**config.mk**
```make
export PLATFORM = sky130hd
export DESIGN_NAME = bcp_compare
export DESIGN_NICKNAME = d
export VERILOG_FILES = /design/src/design/bcp_pkg.sv /design/src/design/bcp_compare.sv
export SDC_FILE = /design/constraint.sdc
export NUM_CORES = 1
export LEC_CHECK = 0
export BUFFER_PORTS_ARGS = -buffer_cell sky130_fd_sc_hd__buf_2
export CORE_MARGIN = 2
export CORE_UTILIZATION = 55
export DETAILED_ROUTE_END_ITERATION = 6
export GPL_ROUTABILITY_DRIVEN = 0
export PLACE_DENSITY_LB_ADDON = 0.12
export RECOVER_POWER = 25
export SLEW_MARGIN = 20
export SYNTH_ARGS = -nofsm -noshare
export SYNTH_HDL_FRONTEND = slang
export SYNTH_SLANG_ARGS = --single-unit
```
**constraint.sdc**
```tcl
create_clock -name clk_sys -period 3.5 [get_ports clk_sys]
set_input_delay 0.7 -clock clk_sys [delete_from_list [all_inputs] [get_ports clk_sys]]
set_output_delay 0.7 -clock clk_sys [all_outputs]
set_load 0.02 [all_outputs]
```
**src/design/bcp_pkg.sv**
```systemverilog
// Shared constants and bus carrier types of the buffered PWM compare block.
// Assumes an AXI4-Lite master with 32-bit data and byte addresses.
`default_nettype none
package bcp_pkg;
  localparam int unsigned AW = 8;
  localparam int unsigned DW = 32;

  // Register byte offsets
  localparam logic [AW-1:0] OFS_CTRL    = 8'h00;
  localparam logic [AW-1:0] OFS_STATUS  = 8'h04;
  localparam logic [AW-1:0] OFS_COUNTER = 8'h08;
  localparam logic [AW-1:0] OFS_PERIOD  = 8'h0c;
  localparam logic [AW-1:0] OFS_RISE    = 8'h10;
  localparam logic [AW-1:0] OFS_FALL    = 8'h14;
  localparam logic [AW-1:0] OFS_ACT_EDG = 8'h18;
  localparam logic [AW-1:0] OFS_ACT_PER = 8'h1c;

  // Control field positions
  localparam int unsigned CTRL_ON_BIT   = 0;
  localparam int unsigned CTRL_MODE_LSB = 1;
  localparam int unsigned CTRL_WIDE_BIT = 5;
  localparam int unsigned CTRL_SYNC_BIT = 6;

  // Status field positions
  localparam int unsigned ST_CMP_BIT  = 0;
  localparam int unsigned ST_TMR_BIT  = 1;
  localparam int unsigned ST_TRG_BIT  = 2;
  localparam int unsigned ST_OUT_BIT  = 3;

  // Operating select codes
  localparam logic [3:0] MODE_DUAL_BUF = 4'h5;
  localparam logic [3:0] MODE_CENTER   = 4'h6;

  // Reset values and counter wrap value
  localparam logic [15:0] RST_PERIOD = 16'hffff;
  localparam logic [15:0] RST_VALUE  = 16'h0000;
  localparam logic [15:0] CNT_TOP    = 16'hffff;

  // AXI responses
  localparam logic [1:0] RESP_OKAY   = 2'h0;
  localparam logic [1:0] RESP_SLVERR = 2'h2;

  typedef struct packed {
    logic          awvalid;
    logic [AW-1:0] awaddr;
    logic          wvalid;
    logic [DW-1:0] wdata;
    logic [3:0]    wstrb;
    logic          bready;
    logic          arvalid;
    logic [AW-1:0] araddr;
    logic          rready;
  } bcp_axil_req_t;

  typedef struct packed {
    logic          awready;
    logic          wready;
    logic          bvalid;
    logic [1:0]    bresp;
    logic          arready;
    logic          rvalid;
    logic [DW-1:0] rdata;
    logic [1:0]    rresp;
  } bcp_axil_rsp_t;
endpackage : bcp_pkg
`default_nettype wire

```
**src/design/bcp_compare.sv**
```systemverilog
// Buffered dual-edge and center-aligned PWM compare with AXI4-Lite registers.
// Assumes count_tick is a one-cycle pulse from the prescaled count clock
// and restart_in is the external restart source, both synchronous to clk_sys.
//
// Summary of operation
// - Select 0101 gives buffered dual-edge compare output
// - Edge writes go to holding buffers first
// - Buffered dual-edge uses 16 bits, ignores wide select
// - Restart to zero copies buffers to active edges
// - Wrap from FFFFh copies buffers to active edges
// - Module off: edge writes reach active registers directly
// - Count low counter, bounded by period; buffers next period
// - Select 0110 gives center-aligned PWM output
// - Self-synchronized center mode uses period register
// - Rising value is total width, centered on half-period
// - Center mode uses 16 bits, ignores wide select
// - Falling value serves as trigger time in center mode
// - Dedicated 16-bit adder/subtracter computes center edges
// - Period double-buffered, reloaded on rollover or restart
// - Upper 15 period bits form center reference
// - Rise at half-period minus half-width
// - After rise, fall at half-period plus half-width
// - Width buffered, edges always use buffered width
// - Low on entry, rise match high, fall match low+flag
// - Odd width LSB widens falling edge only
// - Width above period plus one gives no pulses
// - Trigger value match issues special event trigger
`default_nettype none
module bcp_compare #(
  parameter int unsigned TW = 16
) (
  input  wire logic                   clk_sys,
  input  wire logic                   rstn,
  input  wire bcp_pkg::bcp_axil_req_t s_axi_req,
  output var  bcp_pkg::bcp_axil_rsp_t s_axi_rsp,
  input  wire logic                   count_tick,
  input  wire logic                   restart_in,
  output logic                        compare_output_pin,
  output logic                        trigger_pulse
);
  import bcp_pkg::*;

  // Edge logic is built for a 16-bit time base only
  if (TW != 16) begin : g_chk
    $error("bcp_compare: TW must be 16");
  end

  // Bus handshake state
  logic            awready_r;
  logic            wready_r;
  logic            bvalid_r;
  logic            arready_r;
  logic            rvalid_r;
  logic            aw_full_r;
  logic            w_full_r;
  logic [AW-1:0]   awaddr_r;
  logic [DW-1:0]   wdata_r;
  logic [3:0]      wstrb_r;
  logic [1:0]      bresp_r;
  logic [1:0]      rresp_r;
  logic [DW-1:0]   rdata_r;
  logic            aw_take;
  logic            w_take;
  logic            ar_take;
  logic            do_write;
  logic            aw_full_nxt;
  logic            w_full_nxt;
  logic            bvalid_nxt;
  logic            rvalid_nxt;

  // Block registers
  logic            on_r;
  logic [3:0]      operating_select_field_r;
  logic            wide_timer_select_r;
  logic            self_sync_r;
  logic [TW-1:0]   counter_low_r;
  logic [TW-1:0]   period_low_value_r;
  logic [TW-1:0]   period_value_r;
  logic [TW-1:0]   rise_buf_r, fall_buf_r;
  logic [TW-1:0]   rising_or_width_value_r;
  logic [TW-1:0]   falling_or_trigger_value_r;
  logic            compare_event_flag_r, timer_event_flag_r, trig_flag_r;
  logic            out_r, trig_r;
  logic [3:0]      mode_seen_r;

  // Datapath
  logic            wr_ctrl;
  logic            wr_status;
  logic            wr_counter;
  logic            wr_period;
  logic            wr_rise;
  logic            wr_fall;
  logic            mode_dual;
  logic            mode_center;
  logic            active;
  logic            per_match;
  logic            ext_rst;
  logic            wrap;
  logic            reload;
  logic [TW:0]     rise_t;
  logic [TW:0]     fall_t;
  logic [TW:0]     width_lim;
  logic [TW-2:0]   half_per;
  logic [TW-2:0]   half_wid;
  logic            no_pulse;
  logic            match_r;
  logic            match_f;
  logic            match_t;
  logic            fall_evt;
  logic            rise_evt;
  logic [DW-1:0]   rd_val;
  logic            rd_ok;
  logic            wr_ok;

  function automatic logic [TW-1:0] merge16(input logic [TW-1:0] old,
                                            input logic [DW-1:0] d,
                                            input logic [3:0]    s);
    logic [TW-1:0] v;
    v = old;
    if (s[0]) begin
      v[7:0] = d[7:0];
    end
    if (s[1]) begin
      v[15:8] = d[15:8];
    end
    return v;
  endfunction : merge16

  // Write channel handshake, address and data in either order
  always_comb begin
    aw_take     = s_axi_req.awvalid & awready_r;
    w_take      = s_axi_req.wvalid & wready_r;
    do_write    = aw_full_r & w_full_r & ~bvalid_r;
    aw_full_nxt = (aw_full_r & ~do_write) | aw_take;
    w_full_nxt  = (w_full_r & ~do_write) | w_take;
    bvalid_nxt  = do_write | (bvalid_r & ~s_axi_req.bready);
    ar_take     = s_axi_req.arvalid & arready_r;
    rvalid_nxt  = ar_take | (rvalid_r & ~s_axi_req.rready);
  end

  always_ff @(posedge clk_sys or negedge rstn) begin
    if (!rstn) begin
      awready_r <= 1'b0;
      wready_r  <= 1'b0;
      aw_full_r <= 1'b0;
      w_full_r  <= 1'b0;
      bvalid_r  <= 1'b0;
      bresp_r   <= RESP_OKAY;
      awaddr_r  <= '0;
      wdata_r   <= '0;
      wstrb_r   <= '0;
    end else begin
      aw_full_r <= aw_full_nxt;
      w_full_r  <= w_full_nxt;
      bvalid_r  <= bvalid_nxt;
      awready_r <= ~aw_full_nxt & ~bvalid_nxt;
      wready_r  <= ~w_full_nxt & ~bvalid_nxt;
      if (aw_take) begin
        awaddr_r <= s_axi_req.awaddr;
      end
      if (w_take) begin
        wdata_r <= s_axi_req.wdata;
        wstrb_r <= s_axi_req.wstrb;
      end
      if (do_write) begin
        bresp_r <= wr_ok ? RESP_OKAY : RESP_SLVERR;
      end
    end
  end

  // Read channel, data captured at address acceptance
  always_ff @(posedge clk_sys or negedge rstn) begin
    if (!rstn) begin
      arready_r <= 1'b0;
      rvalid_r  <= 1'b0;
      rdata_r   <= '0;
      rresp_r   <= RESP_OKAY;
    end else begin
      rvalid_r  <= rvalid_nxt;
      arready_r <= ~rvalid_nxt;
      if (ar_take) begin
        rdata_r <= rd_val;
        rresp_r <= rd_ok ? RESP_OKAY : RESP_SLVERR;
      end
    end
  end

  assign s_axi_rsp = '{awready: awready_r, wready: wready_r,
                       bvalid: bvalid_r, bresp: bresp_r,
                       arready: arready_r, rvalid: rvalid_r,
                       rdata: rdata_r, rresp: rresp_r};

  // Address decode
  always_comb begin
    wr_ctrl    = do_write && awaddr_r == OFS_CTRL;
    wr_status  = do_write && awaddr_r == OFS_STATUS;
    wr_counter = do_write && awaddr_r == OFS_COUNTER;
    wr_period  = do_write && awaddr_r == OFS_PERIOD;
    wr_rise    = do_write && awaddr_r == OFS_RISE;
    wr_fall    = do_write && awaddr_r == OFS_FALL;
    wr_ok = awaddr_r <= OFS_FALL && awaddr_r[1:0] == 2'h0;
    rd_ok = 1'b1;
    rd_val = '0;
    unique case (s_axi_req.araddr)
      OFS_CTRL: begin
        rd_val[CTRL_ON_BIT] = on_r;
        rd_val[CTRL_MODE_LSB +: 4] = operating_select_field_r;
        rd_val[CTRL_WIDE_BIT] = wide_timer_select_r;
        rd_val[CTRL_SYNC_BIT] = self_sync_r;
      end
      OFS_STATUS: begin
        rd_val[ST_CMP_BIT] = compare_event_flag_r;
        rd_val[ST_TMR_BIT] = timer_event_flag_r;
        rd_val[ST_TRG_BIT] = trig_flag_r;
        rd_val[ST_OUT_BIT] = out_r;
      end
      OFS_COUNTER: rd_val[TW-1:0] = counter_low_r;
      OFS_PERIOD:  rd_val[TW-1:0] = period_low_value_r;
      OFS_RISE:    rd_val[TW-1:0] = rise_buf_r;
      OFS_FALL:    rd_val[TW-1:0] = fall_buf_r;
      OFS_ACT_EDG: rd_val = {falling_or_trigger_value_r,
                             rising_or_width_value_r};
      OFS_ACT_PER: rd_val[TW-1:0] = period_value_r;
      default:     rd_ok = 1'b0;
    endcase
  end

  // Control register; wide select stored but never used
  always_ff @(posedge clk_sys or negedge rstn) begin
    if (!rstn) begin
      on_r                     <= 1'b0;
      operating_select_field_r <= 4'h0;
      wide_timer_select_r      <= 1'b0;
      self_sync_r              <= 1'b0;
    end else if (wr_ctrl && wstrb_r[0]) begin
      on_r                     <= wdata_r[CTRL_ON_BIT];
      operating_select_field_r <= wdata_r[CTRL_MODE_LSB +: 4];
      wide_timer_select_r      <= wdata_r[CTRL_WIDE_BIT];
      self_sync_r              <= wdata_r[CTRL_SYNC_BIT];
    end
  end

  // Mode decode and time base
  always_comb begin
    mode_dual   = operating_select_field_r == MODE_DUAL_BUF;
    mode_center = operating_select_field_r == MODE_CENTER;
    active      = on_r & (mode_dual | mode_center) &
                  mode_seen_r == operating_select_field_r;
    per_match   = self_sync_r & counter_low_r == period_value_r;
    ext_rst     = ~self_sync_r & restart_in;
    wrap        = counter_low_r == CNT_TOP;
    reload      = on_r & count_tick & (per_match | ext_rst | wrap);
  end

  // Counter: runs while on, software may preset it while off
  always_ff @(posedge clk_sys or negedge rstn) begin
    if (!rstn) begin
      counter_low_r <= RST_VALUE;
    end else if (!on_r) begin
      if (wr_counter) begin
        counter_low_r <= merge16(counter_low_r, wdata_r, wstrb_r);
      end
    end else if (count_tick) begin
      counter_low_r <= (per_match | ext_rst | wrap) ? RST_VALUE
                       : counter_low_r + 16'h0001;
    end
  end

  // Holding buffers written by software
  always_ff @(posedge clk_sys or negedge rstn) begin
    if (!rstn) begin
      period_low_value_r <= RST_PERIOD;
      rise_buf_r         <= RST_VALUE;
      fall_buf_r         <= RST_VALUE;
    end else begin
      if (wr_period) begin
        period_low_value_r <= merge16(period_low_value_r, wdata_r, wstrb_r);
      end
      if (wr_rise) begin
        rise_buf_r <= merge16(rise_buf_r, wdata_r, wstrb_r);
      end
      if (wr_fall) begin
        fall_buf_r <= merge16(fall_buf_r, wdata_r, wstrb_r);
      end
    end
  end

  // Active compare registers: transparent while off, else at reload; period also tracks its buffer every cycle outside center mode
  always_ff @(posedge clk_sys or negedge rstn) begin
    if (!rstn) begin
      rising_or_width_value_r    <= RST_VALUE;
      falling_or_trigger_value_r <= RST_VALUE;
      period_value_r             <= RST_PERIOD;
    end else if (!on_r) begin
      rising_or_width_value_r    <= rise_buf_r;
      falling_or_trigger_value_r <= fall_buf_r;
      period_value_r             <= period_low_value_r;
    end else begin
      if (reload) begin
        rising_or_width_value_r    <= rise_buf_r;
        falling_or_trigger_value_r <= fall_buf_r;
      end
      if (reload || !mode_center) begin
        period_value_r <= period_low_value_r;
      end
    end
  end

  // Center-aligned edge arithmetic
  always_comb begin
    half_per  = period_value_r[TW-1:1];
    half_wid  = rising_or_width_value_r[TW-1:1];
    rise_t    = {2'b00, half_per} - {2'b00, half_wid};
    fall_t    = {2'b00, half_per} + {2'b00, half_wid}
                + {{TW{1'b0}}, rising_or_width_value_r[0]};
    width_lim = {1'b0, period_value_r} + 17'h00001;
    no_pulse  = ({1'b0, rising_or_width_value_r} > width_lim)
                | rise_t[TW];
    if (mode_center) begin
      match_r = ~no_pulse & {1'b0, counter_low_r} == rise_t;
      match_f = ~no_pulse & {1'b0, counter_low_r} == fall_t;
    end else begin
      match_r = counter_low_r == rising_or_width_value_r;
      match_f = counter_low_r == falling_or_trigger_value_r;
    end
    match_t  = mode_center &
               counter_low_r == falling_or_trigger_value_r;
    fall_evt = active & count_tick & match_f & (out_r | match_r);
    rise_evt = active & count_tick & match_r & ~match_f;
  end

  // Output pin; low on entry, falling match wins over rising
  always_ff @(posedge clk_sys or negedge rstn) begin
    if (!rstn) begin
      mode_seen_r <= 4'h0;
      out_r       <= 1'b0;
    end else begin
      mode_seen_r <= on_r ? operating_select_field_r : 4'h0;
      if (!active) begin
        out_r <= 1'b0;
      end else if (fall_evt) begin
        out_r <= 1'b0;
      end else if (rise_evt) begin
        out_r <= 1'b1;
      end
    end
  end

  // Special event trigger pulse
  always_ff @(posedge clk_sys or negedge rstn) begin
    if (!rstn) begin
      trig_r <= 1'b0;
    end else begin
      trig_r <= active & count_tick & match_t;
    end
  end

  // Sticky status flags, write one to clear, set wins
  always_ff @(posedge clk_sys or negedge rstn) begin
    if (!rstn) begin
      compare_event_flag_r <= 1'b0;
      timer_event_flag_r   <= 1'b0;
      trig_flag_r          <= 1'b0;
    end else begin
      compare_event_flag_r <= (fall_evt & out_r) | (compare_event_flag_r &
        ~(wr_status & wstrb_r[0] & wdata_r[ST_CMP_BIT]));
      timer_event_flag_r <= (active & reload) | (timer_event_flag_r &
        ~(wr_status & wstrb_r[0] & wdata_r[ST_TMR_BIT]));
      trig_flag_r <= (active & count_tick & match_t) | (trig_flag_r &
        ~(wr_status & wstrb_r[0] & wdata_r[ST_TRG_BIT]));
    end
  end

  assign compare_output_pin = out_r;
  assign trigger_pulse      = trig_r;
endmodule : bcp_compare
`default_nettype wire

```
==> flow_metrics.env <==
export IMPL_avgSynthCellArea_um2=9.80
export IMPL_outcome="finished, violations left"
export IMPL_synthCells=1176
export IMPL_period_share=0.968
export IMPL_yosysUniqueCellTypes=72
export IMPL_cp_slowest_cell="dfstp_2"
export IMPL_clk_pin_slew_ns=0.08
export IMPL_die_w_um=149
export IMPL_crit_cells=13
export IMPL_violations="capacitance limit, slew limit"
export IMPL_antenna_found_initial=0
export IMPL_die_y_um=149
export IMPL_cts_tree="built"
export IMPL_met2_usage=0.466
export IMPL_core_mm2=0.0204
export IMPL_async_reset_ff_frac=1.00
export IMPL_dp_hpwl_um=23800
export IMPL_setup_viol=0
export IMPL_pre_cts_ws_ns=0.0922
export IMPL_detail_route_antenna_nets=0
export IMPL_endpoint_kind="flip-flop"
export IMPL_cts_buffer_depth=2
export IMPL_startpoint="period_value_r[1]"
export IMPL_grt_use_met1=0.418
export IMPL_n_antenna_cell=0
export IMPL_core_rowCount=52
export IMPL_synth_flop_cell="dfrtp_1"
export IMPL_drt_initial_drc_count=849
export IMPL_syn_area_mm2=0.0115
export IMPL_rsz0062_at_grt="true"
export IMPL_grt_busiest_layer="met2"
export IMPL_vias=9416
export IMPL_vdd_drop_max_mv=0.463
export IMPL_met3_usage=0.0459
export IMPL_area_growth_pct=13.8
export IMPL_num_fill_cells=1691
export IMPL_grt_overflow_total=0
export IMPL_slew_headroom=-0.645
export IMPL_ys_seq_area_frac=0.427
export IMPL_clkSinkCount=195
export IMPL_critical_path_max_fanout=3
export IMPL_reg2reg_to="compare_event_flag_r"
export IMPL_finalClockSkew_ns=0.0251
export IMPL_first_global_vias=8947
export IMPL_setup_tns_ns=0
export IMPL_initial_core_util=0.564
export IMPL_grt_pass1_wl_um=50100
export IMPL_slew_viol_final=95
export IMPL_pin_count=104
export IMPL_min_path_type="input port to flip-flop"
export IMPL_r2r_start="period_value_r[1]"
export IMPL_final_layout_size_suffix_gt1_frac=0.256
export IMPL_fin_nets=1383
export IMPL_max_freq_mhz=295
export IMPL_worst_ep_required_time_ns=3.88
export IMPL_insertion_delay_ns=0.44
export IMPL_start_kind="flip-flop"
export IMPL_drt_pass1_iter_count=7
export IMPL_ys_seq_elements=195
export IMPL_leakage_nw=5.98
export IMPL_cts_max_level=4
export IMPL_die_area_mm2=0.0221
export IMPL_dp_cells=1520
export IMPL_ff2ff_path_depth=13
export IMPL_r2r_slack_ns=0.11
export IMPL_worst_path_buf_inv=2
export IMPL_grt_max_degree=96
export IMPL_holdPathStages=2
export IMPL_crit_path_end="compare_event_flag_r"
export IMPL_viasPerCell=6.06
export IMPL_instances_no_fill=1555
export IMPL_crit_chain="inv_1, fa_1, inv_1, fa_1, xor2_1, nor2_2, o221ai_1, a211oi_1, nand4_1, nor4_1, nor4b_2, a41o_1, a22o_1"
export IMPL_critPathMaxStageDelay_ns=0.53
export IMPL_finalWorstSetupSlack_ns=0.110
export IMPL_arrival_ns=3.77
export IMPL_min_period_ns=3.39
export IMPL_drc=0
export IMPL_drv_cap=1
export IMPL_tightestPinTransition_ns=2.47
export IMPL_portBuffers=83
export IMPL_path_delay_family="adder cells"
export IMPL_synth_edf_count=0
export IMPL_p_per_area_mw_per_mm2=613
export IMPL_cts_root_buffer="clkbuf_16"
export IMPL_hold_viol_final=0
export IMPL_cts_buffers=17
export IMPL_yosysWarnings=0
export IMPL_wl_um=31700
export IMPL_fin_hold_ws_ns=0.473
export IMPL_grt_use_total=0.295
export IMPL_crit_type="flip-flop to flip-flop"
export IMPL_wl_per_cell_um=20.4
synthesized netlist by cell type (17+ instances only):
library cell | instances | share of area
a21oi_1 | 28 | 0.012
nor2_1 | 39 | 0.013
ha_1 | 47 | 0.051
mux2_2 | 97 | 0.095
dfstp_2 | 32 | 0.073
inv_1 | 52 | 0.017
dfrtp_1 | 163 | 0.35
nand3_1 | 28 | 0.012
nand2_1 | 150 | 0.049
nand4_1 | 21 | 0.011
clkbuf_1 | 40 | 0.013
nor3_1 | 23 | 0.010
xor2_1 | 23 | 0.017
xnor2_1 | 73 | 0.055
a22oi_1 | 33 | 0.021
o21ai_0 | 95 | 0.041
buf_2 | 17 | 0.0074
where the power goes:
group	total [mW]	internal, mW	switching, mW
registers	3.21	2.65	0.558
clock network	2.00	1.03	0.963
logic	2.84	1.26	1.58
total	8.05	4.95	3.10
sequential cells by signal, summed over array words and instances, names as in the netlist, 2 cells and up:
name                        flops
operating_select_field_r        4
counter_low_r                  16
period_low_value_r             16
wdata_r                        16
wstrb_r                         2
rise_buf_r                     16
awaddr_r                        8
rdata_r                        32
falling_or_trigger_value_r     16
mode_seen_r                     4
rising_or_width_value_r        16
period_value_r                 16
fall_buf_r                     16
per-stage QoR:
| step | power (mW) | utilization | cell area (µm²) |
|---|---|---|---|
| floorplan | 5.05 | - | 11500 |
| global placement | 5.96 | 0.611 | 12500 |
| detailed placement | 6.01 | 0.611 | 12500 |
| CTS | 8.02 | 0.641 | 13100 |
| global route | 8.49 | 0.642 | 13100 |
| finish | 8.05 | 0.642 | 13100 |
worst min-delay path by stage:
stage	from	end	slack (ns)
2_1_floorplan	rstn	arready_r	0.40
3_3_place_gp	rdata_r[15]	rdata_r[15]	0.46
3_5_place_dp	rdata_r[0]	rdata_r[0]	0.46
4_1_cts	rstn	rising_or_width_value_r[12]	0.38
5_1_grt	s_axi_req[20]	wdata_r[5]	0.48
6_report	s_axi_req[0]	rvalid_r	0.47
cells by family after synthesis:
group,after synthesis,synth area share
flip-flops,195,0.427
adder cells (fa/ha/maj),50,0.0562
AO/OA/AOI/OAI,273,0.158
XOR/XNOR,97,0.0743
AND/OR/NAND/NOR,338,0.142
multiplexers,98,0.0956
other,1,0.000325
buffers and inverters,124,0.0464
layout make-up:
cell class                      count  area, µm²  area share
Timing Repair Buffer              148        933      0.0711
Tap cell                          270        338      0.0257
Sequential cell                   195       4920       0.375
Multi-Input combinational cell    858       6130       0.467
Clock inverter                     14        179      0.0136
Clock buffer                       18        429      0.0327
Inverter                           52        195      0.0149
metal layers:
layer	part of all wire	vias up
li1	-	4413
met1	0.44	4573
met2	0.46	368
met3	0.062	62
met4	0.029	0
met5	0	-
layout by cell type (no fill, tap or decap), types with 6 or more instances in the layout:
| cell type | n |
|---|---|
| a211oi_1 | 9 |
| a21o_1 | 16 |
| a21oi_1 | 28 |
| a221oi_1 | 13 |
| a22o_1 | 11 |
| a22oi_1 | 33 |
| a31oi_1 | 13 |
| and3_1 | 12 |
| buf_2 | 82 |
| buf_4 | 60 |
| clkbuf_16 | 17 |
| dfrtp_1 | 163 |
| dfstp_2 | 32 |
| ha_1 | 47 |
| inv_1 | 52 |
| mux2_2 | 97 |
| nand2_1 | 149 |
| nand3_1 | 28 |
| nand3b_1 | 6 |
| nand4_1 | 21 |
| nor2_1 | 37 |
| nor2b_1 | 7 |
| nor3_1 | 20 |
| nor4_1 | 11 |
| o21ai_0 | 94 |
| o311ai_0 | 6 |
| xnor2_1 | 73 |
| xor2_1 | 23 |
timing repair:
action                                  in CTS  in global routing
hold buffers                                 0                  0
buffers inserted                             0                  3
resized for setup                            0                  8
endpoints found under the setup margin       0                  2
Note: power is estimated with default switching activity, not from simulation.
